`config.mk`:
```
export PLATFORM = sky130hd
export DESIGN_NAME = ftcp_top
export DESIGN_NICKNAME = d
export VERILOG_FILES = /design/src/core/ftcp_pkg.sv /design/src/core/ftcp_top.sv
export SDC_FILE = /design/constraint.sdc
export NUM_CORES = 1
export LEC_CHECK = 0
export BUFFER_PORTS_ARGS = -buffer_cell sky130_fd_sc_hd__buf_2
export CORE_MARGIN = 2
export CORE_UTILIZATION = 55
export DETAILED_ROUTE_END_ITERATION = 16
export GPL_TIMING_DRIVEN = 1
export HOLD_SLACK_MARGIN = 0.05
export PLACE_DENSITY = 0.76
export SLEW_MARGIN = 30
export SYNTH_ARGS = -nofsm -noshare
export SYNTH_HDL_FRONTEND = slang
export SYNTH_HIERARCHICAL = 1
export SYNTH_SLANG_ARGS = --single-unit
```
`constraint.sdc`:
```
create_clock -name clk -period 7.7 [get_ports clk]
set_clock_uncertainty 0.05 [all_clocks]
set_input_delay 1.54 -clock clk [delete_from_list [all_inputs] [get_ports clk]]
set_output_delay 1.54 -clock clk [all_outputs]
set_load 0.005 [all_outputs]
```
`src/core/ftcp_pkg.sv`:
```
package ftcp_pkg;
	// Clock and internal timebase
	localparam int CLK_PERIOD_NS = 50;
	localparam int TICK_PERIOD_NS = 1000;
	localparam int TICK_CYCLES = TICK_PERIOD_NS / CLK_PERIOD_NS;
	localparam int PRE_W = 5;
	localparam int TCNT_W = 12;

	// Durations in microseconds, compare values chosen inside each window
	localparam int F3_DET_US = 30;
	localparam int F3_REC_US = 160;
	localparam int F6_DET_US = 200;
	localparam int F6_REC_US = 200;
	localparam int F47_DET_US = 1500;
	localparam int F47_REC_US = 30;
	localparam int F3A8_DET_US = 1700;
	localparam int F3A8_REC_US = 1500;
	localparam int TXD_DIS_US = 1500;
	localparam int TXD_ENA_US = 30;
	localparam int WAKE_US = 16;
	// Durations with the termination tied to battery
	localparam int VB_F47_DET_US = 1200;
	localparam int VB_F47_REC_US = 1920;
	localparam int VB_F3_DET_US = 3840;
	localparam int VB_F3_REC_US = 1920;
	localparam int VB_F3A8_DET_US = 2300;
	localparam int VB_F3A8_REC_US = 1200;

	function automatic logic [TCNT_W-1:0] ticks(input int us);
		ticks = TCNT_W'((us * 1000 + TICK_PERIOD_NS - 1) / TICK_PERIOD_NS);
	endfunction

	localparam logic [TCNT_W-1:0] F3_DET_T = ticks(F3_DET_US);
	localparam logic [TCNT_W-1:0] F3_REC_T = ticks(F3_REC_US);
	localparam logic [TCNT_W-1:0] F6_DET_T = ticks(F6_DET_US);
	localparam logic [TCNT_W-1:0] F6_REC_T = ticks(F6_REC_US);
	localparam logic [TCNT_W-1:0] F47_DET_T = ticks(F47_DET_US);
	localparam logic [TCNT_W-1:0] F47_REC_T = ticks(F47_REC_US);
	localparam logic [TCNT_W-1:0] F3A8_DET_T = ticks(F3A8_DET_US);
	localparam logic [TCNT_W-1:0] F3A8_REC_T = ticks(F3A8_REC_US);
	localparam logic [TCNT_W-1:0] TXD_DIS_T = ticks(TXD_DIS_US);
	localparam logic [TCNT_W-1:0] TXD_ENA_T = ticks(TXD_ENA_US);
	localparam logic [TCNT_W-1:0] WAKE_T = ticks(WAKE_US);
	localparam logic [TCNT_W-1:0] VB_F47_DET_T = ticks(VB_F47_DET_US);
	localparam logic [TCNT_W-1:0] VB_F47_REC_T = ticks(VB_F47_REC_US);
	localparam logic [TCNT_W-1:0] VB_F3_DET_T = ticks(VB_F3_DET_US);
	localparam logic [TCNT_W-1:0] VB_F3_REC_T = ticks(VB_F3_REC_US);
	localparam logic [TCNT_W-1:0] VB_F3A8_DET_T = ticks(VB_F3A8_DET_US);
	localparam logic [TCNT_W-1:0] VB_F3A8_REC_T = ticks(VB_F3A8_REC_US);

	// Edge count comparison
	localparam int ECNT_W = 4;
	localparam logic [ECNT_W-1:0] ECD_DETECT = 4'h3;
	localparam logic [ECNT_W-1:0] ECD_RECOVER = 4'h3;
	localparam logic [ECNT_W-1:0] ECNT_MAX = 4'hf;

	// Status event word
	localparam int EVT_W = 8;
	localparam int FIFO_DEPTH = 16;
	localparam int EVT_WARN = 0;
	localparam int EVT_F125 = 1;
	localparam int EVT_F3 = 2;
	localparam int EVT_F47 = 3;
	localparam int EVT_F3A8 = 4;
	localparam int EVT_F6 = 5;
	localparam int EVT_TXCUT = 6;
	localparam int EVT_WAKE = 7;

	typedef enum logic [1:0] {
		FTCP_TX_IDLE = 2'b00,
		FTCP_TX_DOM = 2'b01,
		FTCP_TX_OFF = 2'b11,
		FTCP_TX_REARM = 2'b10
	} ftcp_txs_t;

	typedef struct packed {
		logic flag;
		logic [TCNT_W-1:0] cnt;
	} ftcp_tmr_t;
endpackage

```
`src/core/ftcp_top.sv`:
```
// Functional notes
// - Low transmit input drives bus dominant
// - Receive output low while bus dominant
// - Edge count difference flags failures 1,2,5
// - Edge count recovery clears failures 1,2,5
// - Long dominant transmit input disables driver
// - Recessive transmit input re-enables cut driver
// - Failure 3 flagged after detection time
// - Failure 3 cleared after recovery time
// - Failure 6 flagged after detection time
// - Failure 6 cleared after recovery time
// - Failures 4,7 flagged after detection time
// - Failures 4,7 cleared after recovery time
// - Failures 3a,8 flagged after detection time
// - Failures 3a,8 cleared after recovery time
// - Wake-up on long dominant CANH or CANL
// - Battery termination timing for failures 4,7
// - Battery termination timing for failure 3
// - Battery termination timing for failures 3a,8
// - Reset output low only in reset
// - Regulator undervoltage forces reset
// - Temperature warning flag and regulator shutdown
`timescale 1ns/1ps

////////////////////////////////////////////////////////////////////////////////
module ftcp_fifo #(
	parameter int WIDTH = 8,
	parameter int DEPTH = 16
) (
	input wire logic clk,
	input wire logic sys_rst,
	input wire logic in_valid,
	output logic in_ready,
	input wire logic [WIDTH-1:0] in_data,
	output logic out_valid,
	input wire logic out_ready,
	output logic [WIDTH-1:0] out_data
);
	localparam int AW = $clog2(DEPTH);

	typedef struct packed {
		logic [DEPTH-1:0][WIDTH-1:0] mem;
		logic [AW:0] wr;
		logic [AW:0] rd;
	} ftcp_fifo_t;

	ftcp_fifo_t s_reg;
	ftcp_fifo_t s_next;
	logic full;
	logic empty;

	assign empty = s_reg.wr == s_reg.rd;
	assign full = (s_reg.wr[AW-1:0] == s_reg.rd[AW-1:0]) && (s_reg.wr[AW] != s_reg.rd[AW]);
	assign in_ready = !full;
	assign out_valid = !empty;
	assign out_data = s_reg.mem[s_reg.rd[AW-1:0]];

	always_comb
	begin
		s_next = s_reg;
		if (in_valid && !full)
		begin
			s_next.mem[s_reg.wr[AW-1:0]] = in_data;
			s_next.wr = s_reg.wr + 1'b1;
		end
		if (out_ready && !empty)
			s_next.rd = s_reg.rd + 1'b1;
	end

	always_ff @(posedge clk)
	begin
		if (sys_rst)
			s_reg <= '0;
		else
			s_reg <= s_next;
	end
endmodule

////////////////////////////////////////////////////////////////////////////////
module ftcp_top #(
	parameter int TICK_CYCLES = ftcp_pkg::TICK_CYCLES,
	parameter int FIFO_DEPTH = ftcp_pkg::FIFO_DEPTH
) (
	input wire logic clk,
	input wire logic sys_rst,
	input wire logic tx_data,
	input wire logic canh_dom,
	input wire logic canl_dom,
	input wire logic normal_mode,
	input wire logic can_active,
	input wire logic term_vbat,
	input wire logic f3_cond,
	input wire logic f3a8_cond,
	input wire logic f47_cond,
	input wire logic f6_cond,
	input wire logic reg_undervolt,
	input wire logic reg_temp_warn,
	input wire logic reg_temp_shut,
	input wire logic evt_ready,
	output logic canh_drive,
	output logic canl_drive,
	output logic rx_data,
	output logic reset_n,
	output logic temp_warn_flag,
	output logic regulator_off,
	output logic fail125_flag,
	output logic fail3_flag,
	output logic fail47_flag,
	output logic fail3a8_flag,
	output logic fail6_flag,
	output logic tx_cutoff,
	output logic wake_flag,
	output logic evt_valid,
	output logic [ftcp_pkg::EVT_W-1:0] evt_data
);
	typedef struct packed {
		logic [ftcp_pkg::PRE_W-1:0] pre;
		logic tick;
		logic canh_q;
		logic canl_q;
		logic [ftcp_pkg::ECNT_W-1:0] ecnt_h;
		logic [ftcp_pkg::ECNT_W-1:0] ecnt_l;
		logic f125;
		logic good_h;
		ftcp_pkg::ftcp_tmr_t t3;
		ftcp_pkg::ftcp_tmr_t t47;
		ftcp_pkg::ftcp_tmr_t t3a8;
		ftcp_pkg::ftcp_tmr_t t6;
		ftcp_pkg::ftcp_txs_t txs;
		logic [ftcp_pkg::TCNT_W-1:0] tx_cnt;
		logic [ftcp_pkg::TCNT_W-1:0] wake_cnt;
		logic wake;
		logic canh_drv;
		logic canl_drv;
		logic rx;
		logic rst_n;
		logic warn;
		logic roff;
		logic [ftcp_pkg::EVT_W-1:0] last_word;
		logic pend;
		logic [ftcp_pkg::EVT_W-1:0] pend_word;
		logic ev_valid;
		logic [ftcp_pkg::EVT_W-1:0] ev_data;
	} ftcp_state_t;

	ftcp_state_t s_reg;
	ftcp_state_t s_next;
	logic fifo_in_ready;
	logic fifo_out_valid;
	logic fifo_out_ready;
	logic [ftcp_pkg::EVT_W-1:0] fifo_out_data;

	// Persistence timer: flag follows cond after the matching delay
	function automatic ftcp_pkg::ftcp_tmr_t tmr_step(
		input ftcp_pkg::ftcp_tmr_t t,
		input logic run,
		input logic tick,
		input logic cond,
		input logic [ftcp_pkg::TCNT_W-1:0] det,
		input logic [ftcp_pkg::TCNT_W-1:0] rec
	);
		ftcp_pkg::ftcp_tmr_t r;
		logic [ftcp_pkg::TCNT_W-1:0] lim;
		r = t;
		lim = t.flag ? rec : det;
		if (!run || (cond == t.flag))
			r.cnt = '0;
		else if (tick)
		begin
			if (t.cnt + 1'b1 >= lim)
			begin
				r.flag = cond;
				r.cnt = '0;
			end
			else
				r.cnt = t.cnt + 1'b1;
		end
		return r;
	endfunction

	// Saturating edge counter increment
	function automatic logic [ftcp_pkg::ECNT_W-1:0] ecnt_inc(
		input logic [ftcp_pkg::ECNT_W-1:0] c
	);
		return (c == ftcp_pkg::ECNT_MAX) ? c : c + 1'b1;
	endfunction

	ftcp_fifo #(
		.WIDTH(ftcp_pkg::EVT_W),
		.DEPTH(FIFO_DEPTH)
	) ftcp_fifo_inst (
		.clk(clk),
		.sys_rst(sys_rst),
		.in_valid(s_reg.pend),
		.in_ready(fifo_in_ready),
		.in_data(s_reg.pend_word),
		.out_valid(fifo_out_valid),
		.out_ready(fifo_out_ready),
		.out_data(fifo_out_data)
	);

	assign fifo_out_ready = !s_reg.ev_valid || evt_ready;

	////////////////////////////////////////////////////////////////////////////////
	always_comb
	begin
		logic edge_h;
		logic edge_l;
		logic [ftcp_pkg::ECNT_W-1:0] diff;
		logic bus_dom;
		logic drv_en;
		logic [ftcp_pkg::EVT_W-1:0] word;
		s_next = s_reg;
		edge_h = canh_dom != s_reg.canh_q;
		edge_l = canl_dom != s_reg.canl_q;
		diff = '0;
		bus_dom = 1'b0;
		drv_en = 1'b0;
		word = '0;
		s_next.canh_q = canh_dom;
		s_next.canl_q = canl_dom;

		// Shared timebase
		s_next.tick = s_reg.pre == ftcp_pkg::PRE_W'(TICK_CYCLES - 1);
		s_next.pre = s_next.tick ? '0 : s_reg.pre + 1'b1;

		// Edge count comparison between the two lines
		if (!normal_mode)
		begin
			s_next.ecnt_h = '0;
			s_next.ecnt_l = '0;
		end
		else if (!s_reg.f125)
		begin
			if (edge_h)
				s_next.ecnt_h = ecnt_inc(s_reg.ecnt_h);
			if (edge_l)
				s_next.ecnt_l = ecnt_inc(s_reg.ecnt_l);
			diff = (s_next.ecnt_h > s_next.ecnt_l) ? s_next.ecnt_h - s_next.ecnt_l
				: s_next.ecnt_l - s_next.ecnt_h;
			if (diff >= ftcp_pkg::ECD_DETECT)
			begin
				s_next.f125 = 1'b1;
				s_next.good_h = s_next.ecnt_h > s_next.ecnt_l;
				s_next.ecnt_h = '0;
				s_next.ecnt_l = '0;
			end
			else if (s_next.ecnt_h == ftcp_pkg::ECNT_MAX || s_next.ecnt_l == ftcp_pkg::ECNT_MAX)
			begin
				s_next.ecnt_h = '0;
				s_next.ecnt_l = '0;
			end
		end
		else
		begin
			// Recovery: the silent line toggles again
			if (s_reg.good_h ? edge_l : edge_h)
				s_next.ecnt_l = ecnt_inc(s_reg.ecnt_l);
			if (s_next.ecnt_l >= ftcp_pkg::ECD_RECOVER)
			begin
				s_next.f125 = 1'b0;
				s_next.ecnt_l = '0;
			end
		end

		// Failure persistence timers
		s_next.t3 = tmr_step(s_reg.t3, normal_mode, s_reg.tick, f3_cond,
			term_vbat ? ftcp_pkg::VB_F3_DET_T : ftcp_pkg::F3_DET_T,
			term_vbat ? ftcp_pkg::VB_F3_REC_T : ftcp_pkg::F3_REC_T);
		s_next.t47 = tmr_step(s_reg.t47, normal_mode, s_reg.tick, f47_cond,
			term_vbat ? ftcp_pkg::VB_F47_DET_T : ftcp_pkg::F47_DET_T,
			term_vbat ? ftcp_pkg::VB_F47_REC_T : ftcp_pkg::F47_REC_T);
		s_next.t3a8 = tmr_step(s_reg.t3a8, normal_mode, s_reg.tick, f3a8_cond,
			term_vbat ? ftcp_pkg::VB_F3A8_DET_T : ftcp_pkg::F3A8_DET_T,
			term_vbat ? ftcp_pkg::VB_F3A8_REC_T : ftcp_pkg::F3A8_REC_T);
		s_next.t6 = tmr_step(s_reg.t6, normal_mode, s_reg.tick, f6_cond,
			ftcp_pkg::F6_DET_T, ftcp_pkg::F6_REC_T);

		// Permanent dominant transmit timer
		s_next.tx_cnt = '0;
		case (s_reg.txs)
			ftcp_pkg::FTCP_TX_IDLE:
				if (!tx_data && can_active)
					s_next.txs = ftcp_pkg::FTCP_TX_DOM;
			ftcp_pkg::FTCP_TX_DOM:
				if (tx_data || !can_active)
					s_next.txs = ftcp_pkg::FTCP_TX_IDLE;
				else if (s_reg.tick && s_reg.tx_cnt + 1'b1 >= ftcp_pkg::TXD_DIS_T)
					s_next.txs = ftcp_pkg::FTCP_TX_OFF;
				else
					s_next.tx_cnt = s_reg.tick ? s_reg.tx_cnt + 1'b1 : s_reg.tx_cnt;
			ftcp_pkg::FTCP_TX_OFF:
				if (tx_data)
					s_next.txs = ftcp_pkg::FTCP_TX_REARM;
			ftcp_pkg::FTCP_TX_REARM:
				if (!tx_data)
					s_next.txs = ftcp_pkg::FTCP_TX_OFF;
				else if (s_reg.tick && s_reg.tx_cnt + 1'b1 >= ftcp_pkg::TXD_ENA_T)
					s_next.txs = ftcp_pkg::FTCP_TX_IDLE;
				else
					s_next.tx_cnt = s_reg.tick ? s_reg.tx_cnt + 1'b1 : s_reg.tx_cnt;
			default:
				s_next.txs = ftcp_pkg::FTCP_TX_IDLE;
		endcase

		// Bus wake-up outside normal mode
		if (normal_mode)
		begin
			s_next.wake = 1'b0;
			s_next.wake_cnt = '0;
		end
		else if (!(canh_dom || canl_dom))
			s_next.wake_cnt = '0;
		else if (s_reg.tick && !s_reg.wake)
		begin
			if (s_reg.wake_cnt + 1'b1 >= ftcp_pkg::WAKE_T)
				s_next.wake = 1'b1;
			else
				s_next.wake_cnt = s_reg.wake_cnt + 1'b1;
		end

		// Driver and receiver
		drv_en = can_active && (s_reg.txs == ftcp_pkg::FTCP_TX_IDLE
			|| s_reg.txs == ftcp_pkg::FTCP_TX_DOM);
		s_next.canh_drv = drv_en && !tx_data;
		s_next.canl_drv = drv_en && !tx_data;
		if (s_reg.f125)
			bus_dom = s_reg.good_h ? canh_dom : canl_dom;
		else
			bus_dom = canh_dom || canl_dom;
		s_next.rx = !bus_dom;

		// Reset and regulator supervision
		s_next.rst_n = !reg_undervolt;
		s_next.warn = reg_temp_warn;
		s_next.roff = reg_temp_shut;

		// Status change events into the buffer; a new change beats the drain
		word[ftcp_pkg::EVT_WARN] = s_reg.warn;
		word[ftcp_pkg::EVT_F125] = s_reg.f125;
		word[ftcp_pkg::EVT_F3] = s_reg.t3.flag;
		word[ftcp_pkg::EVT_F47] = s_reg.t47.flag;
		word[ftcp_pkg::EVT_F3A8] = s_reg.t3a8.flag;
		word[ftcp_pkg::EVT_F6] = s_reg.t6.flag;
		word[ftcp_pkg::EVT_TXCUT] = s_reg.txs == ftcp_pkg::FTCP_TX_OFF
			|| s_reg.txs == ftcp_pkg::FTCP_TX_REARM;
		word[ftcp_pkg::EVT_WAKE] = s_reg.wake;
		if (s_reg.pend && fifo_in_ready)
			s_next.pend = 1'b0;
		if (word != s_reg.last_word)
		begin
			s_next.last_word = word;
			s_next.pend = 1'b1;
			s_next.pend_word = word;
		end

		// Registered output stage
		if (fifo_out_ready)
		begin
			s_next.ev_valid = fifo_out_valid;
			s_next.ev_data = fifo_out_data;
		end
	end

	always_ff @(posedge clk)
	begin
		if (sys_rst)
		begin
			s_reg <= '0;
			s_reg.rx <= 1'b1;
		end
		else
			s_reg <= s_next;
	end

	assign canh_drive = s_reg.canh_drv;
	assign canl_drive = s_reg.canl_drv;
	assign rx_data = s_reg.rx;
	assign reset_n = s_reg.rst_n;
	assign temp_warn_flag = s_reg.warn;
	assign regulator_off = s_reg.roff;
	assign fail125_flag = s_reg.f125;
	assign fail3_flag = s_reg.t3.flag;
	assign fail47_flag = s_reg.t47.flag;
	assign fail3a8_flag = s_reg.t3a8.flag;
	assign fail6_flag = s_reg.t6.flag;
	assign tx_cutoff = s_reg.last_word[ftcp_pkg::EVT_TXCUT];
	assign wake_flag = s_reg.wake;
	assign evt_valid = s_reg.ev_valid;
	assign evt_data = s_reg.ev_data;
endmodule

```
# Yosys cells after proc, flatten, opt, wreduce, memory -nomap -nowiden
# Cells that the tools add are included.
# word_totals
register_bits,258
output_inout_bits,22
word_cells,202
# op_classes
n_addsub,13
n_lt_le_gt_ge,13
eq_ne,22
mux,52
n_bitwise,8
reduce_logical,47
# op_table
op,count
two-way mux 12 bit,13
bitwise mux 128 bit,1
"adder 12 x 1 -> 12 bit, second input constant",6
two-way mux 4 bit,12
>= comparator 12 bit,3
two-way mux 11 bit,3
binary-select mux 8 bit (select 4 bit),1
demux 8 bit (select 4 bit),1
two-way mux 8 bit,4
">= comparator 12 x 5 -> 1 bit, second input constant",2
one-hot mux 12 bit (2 select lines),1
two-way mux 9 bit,2
AND reduction 3 bit,6
"equality test 4 bit, second input constant",4
"adder 5 x 1 -> 5 bit, second input constant",3
two-way mux 2 bit,7
OR reduction 2 bit,7
">= comparator 12 x 11 -> 1 bit, second input constant",1
">= comparator 12 x 8 -> 1 bit, second input constant",1
logical AND 1 bit,10
logical OR 1 bit,10
"< comparator 4 x 5 -> 1 bit, second input constant",2
two-way mux 5 bit,2
logical NOT 1 bit,9
23 further kinds,44

# Logic depth before layout (Yosys ltp)
# Gate-level depths: netlist (run 1).
# logic_depth
ltp_word,10
depth_mapped,14
depth_no_buf,14

# By module
# The synthesis (run 1) kept the hierarchy.
# by_module_without_submodules
mod,n_inst,cells_per_inst,area_per_inst_um2,seq_area_each_um2
ftcp_top,1,887,7333.3,2402.3
ftcp_fifo,1,608,6467.5,2762.6

# Least setup slack after synthesis (run 1)
# Ideal clock, no wire load.
# synth_timing
path_kind,input port to flip-flop
startpoint,in canh_dom
endpoint,"reg, netlist name s_reg[113]"
setup_time_ns,0.092
arrival_ns,4.068
required_ns,7.558
setup_slack_ns,3.489
stages,11
path_cell_list,xor2_1 > nand2_1 > a21boi_0 > fa_1 > inv_1 > a21o_1 > a21oi_1 > mux2i_1 > a2111oi_2 > nand2_1 > o32ai_1
# synth_lines
item,line_no,rtl
"start, declared",ftcp_top.sv:87,"input wire logic canh_dom,"

==> flow_summary.json, run 1 <==
{
  "synthArstFlopShare_pct": 0,
  "powerDensity_mw_per_mm2": 226,
  "die_h_um": 162,
  "routed_via_density": 5.83,
  "synth_nets": 1578,
  "clock.fmax_mhz": 219,
  "grt-ovfl-total": 0,
  "dp_hpwl_um": 20100,
  "hold_viol": 0,
  "htreeDepth": 1,
  "io_pins": 38,
  "grt_pass1_vias": 10600,
  "vias": 10600,
  "yosysWarnings": 6,
  "worstPathRequired_ps": 8080,
  "clk_latency_ps": 530,
  "cts_tree": "yes",
  "holdBufCountCts": 0,
  "largest_reg_flops": 138,
  "tightest_slew_ps": 886,
  "finalNetCount": 1562,
  "layout-drive-gt1-share_pct": 11.1,
  "cts_buffers": 28,
  "cts_resized": 0,
  "coreArea_mm2": 0.0245,
  "final_cell_mix": "256 x dfxtp_1, 244 x nand2_1, 152 x mux2i_1",
  "layout_commonest_cell": "dfxtp_1",
  "drtAntennaViolNets": 0,
  "grt_setup_unrepaired": "false",
  "grt_max_degree": 98,
  "min_from": "evt_data[2]",
  "maxCapViolCount": 0,
  "pwr-share-comb_pct": 15.8,
  "syn_area_per_cell_um2": 9.23,
  "p_seq_share_pct": 41.2,
  "synth.cell_area_mm2": 0.0138,
  "synth_edf_count": 0,
  "die_area_mm2": 0.0264,
  "setup_viol_count_final": 0,
  "synth_top_area_cell": "dfxtp_1",
  "yosys.area_share.simple_pct": 19.0,
  "p_int_uw": 2480,
  "period_share_pct": 59.3,
  "clockRootBuffer": "clkbuf_16",
  "start_util_pct": 56.4,
  "vdd_drop_max_mv": 0.183,
  "stdcell_count": 1822,
  "regToRegStartpoint": "s_reg[117]",
  "status": "finished, final reports clean",
  "area_delta_synth_final_pct": 9.16,
  "finalCriticalPeriod_ps": 4570,
  "remaining_drc_errors": 0,
  "synth-xor-area-share_pct": 5.11,
  "drt_pass1_iterations": 5,
  "rows": 57,
  "worst_setup_path_end_kind": "register",
  "r2r-end": "s_reg[114]",
  "synth_top_family_by_area": "simple AND/OR/NAND/NOR gates",
  "cts.clk_slew.worst_paths_ps": 60,
  "slowest_delay_ps": 580,
  "grt_usage_pct": 23.3,
  "swShare_pct": 27.2,
  "yosysUniqueCellTypes": 77,
  "cts_max_path_buffers": 3,
  "synth-seq-cells": 258,
  "clock-sinks": 258,
  "dp_cells": 1773,
  "startpoint_type": "input pin",
  "crit_arrival_ps": 4950,
  "netlist.area_leader.share_pct": 37.4,
  "wl_per_cell_um": 16.6,
  "p_leak_uw": 0.00645,
  "path_class": "in -> reg",
  "io_buffers": 37,
  "grt_pass1_wl_um": 51300,
  "holdPathStages": 2,
  "path_max_fanout": 6,
  "synth_fa_ha_area_share_pct": 6.18,
  "synth_area_leaders": "dfxtp_1 37%, mux2i_1 11%, nand2_1 6.6%, ha_1 5.9%, mux4_2 5.2%",
  "synthMuxAreaShare_pct": 17.2,
  "rrSetupSlack_ps": 3780,
  "synth_compound_area_share_pct": 10.7,
  "netSwitchingPower_uw": 925,
  "antenna_found_initial": 0,
  "die_w_um": 162,
  "pwr-share-clk_pct": 42.9,
  "postCtsSetupRepairBufs": 0,
  "hold_path_end": "evt_data[2]",
  "setup_tns_ps": 0,
  "drtIter0Drc": 777,
  "insertedDiodeCount": 0,
  "wl_um": 30300,
  "gp_congestion": 0.821,
  "yosysSeqAreaShare_pct": 37.4,
  "worstHoldPathType": "reg -> reg",
  "slew-limit-headroom_pct": 40.5,
  "crit_chain": "buf_2 -> xor2_1 -> nand2_1 -> a21boi_0 -> fa_1 -> inv_1 -> a21o_1 -> a21oi_1 -> mux2i_1 -> a2111oi_2 -> nand2_1 -> o32ai_1",
  "hold-worst-slack_ps": 399,
  "ys.flop_type": "dfxtp_1",
  "slowest_stage": "a2111oi_2",
  "drv_slew": 0,
  "path_common_cell": "nand2_1",
  "syn_inst": 1495,
  "r2r_cells": 12
}
## cell type report
class,count,area [um^2]
Timing Repair Buffer,47,264
Fill cell,2021,9400
Clock inverter,10,205
Clock buffer,39,803
Tap cell,324,405
Sequential cell,258,5170
Multi-Input combinational cell,1099,8050
Inverter,45,171
## Yosys cell counts, drive strengths merged, types with 7 or more instances
cell	number
o21ai	37
buf	37
a211oi	11
and2	14
nor3	28
nand2b	8
nand4b	7
nand4	20
or3	9
mux2i	152
and3	20
ha	65
inv	44
o31ai	8
a21o	17
nor2b	32
nand3	57
nand2	244
nor4	8
xnor2	38
nand3b	10
dfxtp	258
xor2	40
mux2	11
nor2	82
a32o	8
clkbuf	56
a21oi	70
mux4	32
a31oi	12
## metrics by stage
step           area, um^2  util [%]  power [uW]  setup slack [ps]
5_1_grt             15100      61.6        3540              2860
3_5_place_dp        14000      57.4        1970              2620
4_1_cts             15000      61.5        3420              3180
3_3_place_gp        14000      57.4        1950              2930
2_1_floorplan       13800         -        1860              3490
6_report            15100      61.6        3400              3130
## worst max-delay path by stage
stage	endpoint	start	slack, ps
CTS	s_reg[114]	canh_dom	3180
global placement	s_reg[114]	canh_dom	2930
finish	s_reg[114]	canh_dom	3130
floorplan	s_reg[113]	canh_dom	3490
detailed placement	s_reg[114]	canh_dom	2620
global route	s_reg[114]	canh_dom	2860
## worst max-delay path, delay by kind of cell
| family | cells | cell delay (ps) |
|---|---|---|
| AOI/OAI and AO/OA | 5 | 1920 |
| and+or+nand+nor | 2 | 480 |
| adders and majority gates | 1 | 350 |
| xor gates and xnor gates | 1 | 300 |
| buffers and inverters | 2 | 220 |
| muxes | 1 | 150 |
## power groups by stage
stage,Sequential [uW],Clock [uW],Combinational (uW)
2_1_floorplan,1410,0,445
3_3_place_gp,1430,0,518
3_5_place_dp,1430,0,535
4_1_cts,1400,1480,537
5_1_grt,1410,1540,589
6_report,1400,1460,539
## layer usage
metal | vias up | track usage [%] | wire length (um)
met5 | - | 0 | 0
li1 | 5214 | - | -
met3 | 53 | 2.83 | 1120
met2 | 182 | 41.5 | 14900
met1 | 5167 | 30.3 | 13600
met4 | 0 | 5.55 | 694
## kinds of logic (layout without fill, tap and decap cells)
| group | Yosys count | count (layout) |
|---|---|---|
| buffers and inverters | 138 | 141 |
| muxes | 195 | 195 |
| DFF | 258 | 258 |
| and+or+nand+nor | 553 | 553 |
| AOI/OAI and AO/OA | 206 | 206 |
| xor gates and xnor gates | 78 | 78 |
| adders and majority gates | 67 | 67 |
No activity file was read; power rests on OpenSTA's default activity.
==> run 2, diff against run 1 <==
--- a/config.mk
+++ b/config.mk
@@ -11,7 +11,7 @@
 export DETAILED_ROUTE_END_ITERATION = 16
 export GPL_TIMING_DRIVEN = 1
 export HOLD_SLACK_MARGIN = 0.05
-export PLACE_DENSITY = 0.76
+export PLACE_DENSITY = 0.78
 export SLEW_MARGIN = 30
 export SYNTH_ARGS = -nofsm -noshare
 export SYNTH_HDL_FRONTEND = slang
==> constraint.sdc (replaced) <==
create_clock -name clk -period 4 [get_ports clk]
set_clock_uncertainty 0.05 [all_clocks]
set_input_delay 0.8 -clock clk [delete_from_list [all_inputs] [get_ports clk]]
set_output_delay 0.8 -clock clk [all_outputs]
set_load 0.005 [all_outputs]
==> run 2 against run 1 <==
  * Clock-buffer cell count is 4 higher
  * Worst hold slack worse by 32 ps
  * Sequential share of layout area hardly changed
  * Combinational power is 95% higher
  * Core utilization is 0.072 points lower
  * Non-clock buffer count is 14 higher
  * Worst setup slack worse by 2800 ps
  * Sequential power is 95% higher
  * Critical path depth is 3 higher
  * Via count is 0.42% higher
  * Routed wire length is 0.61% higher
  * Critical path type is now reg -> reg
  * Largest power group is now sequential cells
==> flow_summary.json, run 2 (synthesis results as in run 1) <==
{
  "finalNetCount": 1576,
  "worstPathRequired_ps": 4370,
  "grt_pass1_vias": 10400,
  "cts_buffers": 28,
  "path_max_fanout": 8,
  "cts_tree": "yes",
  "crit_chain": "ha_1 -> nand3_1 -> nand2_1 -> xnor2_1 -> inv_1 -> ha_1 -> fa_1 -> inv_1 -> a21o_1 -> a21oi_1 -> nor4_1 -> a2111oi_2 -> buf_4 -> or3_1 -> mux2i_1",
  "area_delta_synth_final_pct": 9.03,
  "tightest_slew_ps": 963,
  "vias": 10700,
  "fin_area_mm2": 0.0150,
  "io_pins": 38,
  "postCtsSetupRepairBufs": 0,
  "cts.clk_slew.worst_paths_ps": 60,
  "gp_congestion": 0.857,
  "drtAntennaViolNets": 0,
  "dp_hpwl_um": 20500,
  "insertedDiodeCount": 0,
  "final_core_util_pct": 61.5,
  "hold_viol": 0,
  "setup_viol_count_final": 0,
  "dp_cells": 1787,
  "dpl_cell_area_mm2": 0.0142,
  "die_h_um": 162,
  "p_leak_uw": 0.00646,
  "die_w_um": 162,
  "htreeDepth": 1,
  "worstHoldPathType": "in -> reg",
  "total_power_uw": 6270,
  "rows": 57,
  "slew-limit-headroom_pct": 34.2,
  "clock.fmax_mhz": 270,
  "wl_met1_um": 13700,
  "status": "finished, final reports clean",
  "layout-drive-gt1-share_pct": 11.7,
  "path_class": "reg -> reg",
  "drtIter0Drc": 777,
  "clockRootBuffer": "clkbuf_16",
  "stdcell_count": 1837,
  "finalCriticalPeriod_ps": 3700,
  "largest_reg_flops": 138,
  "powerDensity_mw_per_mm2": 417,
  "coreArea_mm2": 0.0245,
  "slowest_stage": "nor4_1",
  "clock-sinks": 258,
  "clk_latency_ps": 540,
  "drt_pass1_iterations": 5,
  "antenna_found_initial": 0,
  "grt_setup_unrepaired": "false",
  "holdBufCountCts": 0,
  "grt-ovfl-total": 0,
  "cts_max_path_buffers": 3,
  "remaining_drc_errors": 0,
  "period_share_pct": 92.6,
  "met2_length_um": 14900,
  "final_cell_mix": "257 x dfxtp_1, 244 x nand2_1, 152 x mux2i_1",
  "grt_max_degree": 94,
  "slowest_delay_ps": 510,
  "cts_resized": 0,
  "setup_tns_ps": 0,
  "worst_setup_path_end_kind": "register",
  "startpoint_type": "register",
  "layout_commonest_cell": "dfxtp_1",
  "drv_slew": 0,
  "wl_per_cell_um": 16.6,
  "top_layer": "met4",
  "dr_wl_met3_um": 1260,
  "wl_um": 30500,
  "maxCapViolCount": 0,
  "crit_arrival_ps": 4070,
  "io_buffers": 37,
  "die_area_mm2": 0.0264,
  "grt_pass1_wl_um": 51100,
  "start_util_pct": 56.4,
  "routed_via_density": 5.80,
  "vdd_drop_max_mv": 0.405,
  "grt_usage_pct": 23.2
}
run 2: routing by layer:
layer	up-vias	GRT usage, %
met3	56	3.31
met2	201	41.0
met4	0	5.39
met1	5165	30.2
li1	5239	-
met5	-	0
run 2: final cells by class:
class / instances / area (um^2)
Clock buffer: 43 / 818
Clock inverter: 7 / 62.6
Fill cell: 2045 / 9420
Inverter: 45 / 171
Multi-Input combinational cell: 1099 / 8050
Sequential cell: 258 / 5170
Tap cell: 324 / 405
Timing Repair Buffer: 61 / 378
run 2: worst paths after layout:
path,start,endpoint,slack (ps),cells after the start
setup / recovery,s_reg[117],s_reg[111],300,15
hold / removal,reg_undervolt,reset_n,370,2
setup reg to reg,s_reg[117],s_reg[111],300,15
hold reg to reg,evt_data[1],evt_data[1],400,2
run 2: stage by stage:
step           hold slack [ps]  setup slack, ps
5_1_grt                    360             34.5
4_1_cts                    350              400
6_report                   368              297
3_3_place_gp               390              265
3_5_place_dp               394             72.4
2_1_floorplan              382              529
run 2: worst max-delay path, delay by kind of cell, from the launching register on:
kind	cells	cell delay (ps)
flip-flops	1	480
multiplexers	1	140
AND/OR/NAND/NOR	4	1140
AO/OA/AOI/OAI	3	330
buffers and inverters	3	340
adder cells (fa/ha/maj)	3	940
XOR/XNOR	1	170
run 2: power by group:
group          internal [uW]  leakage (uW)  switching (uW)
clock                   1460      0.000432            1020
combinational            400       0.00395             652
sequential              2620       0.00208             107
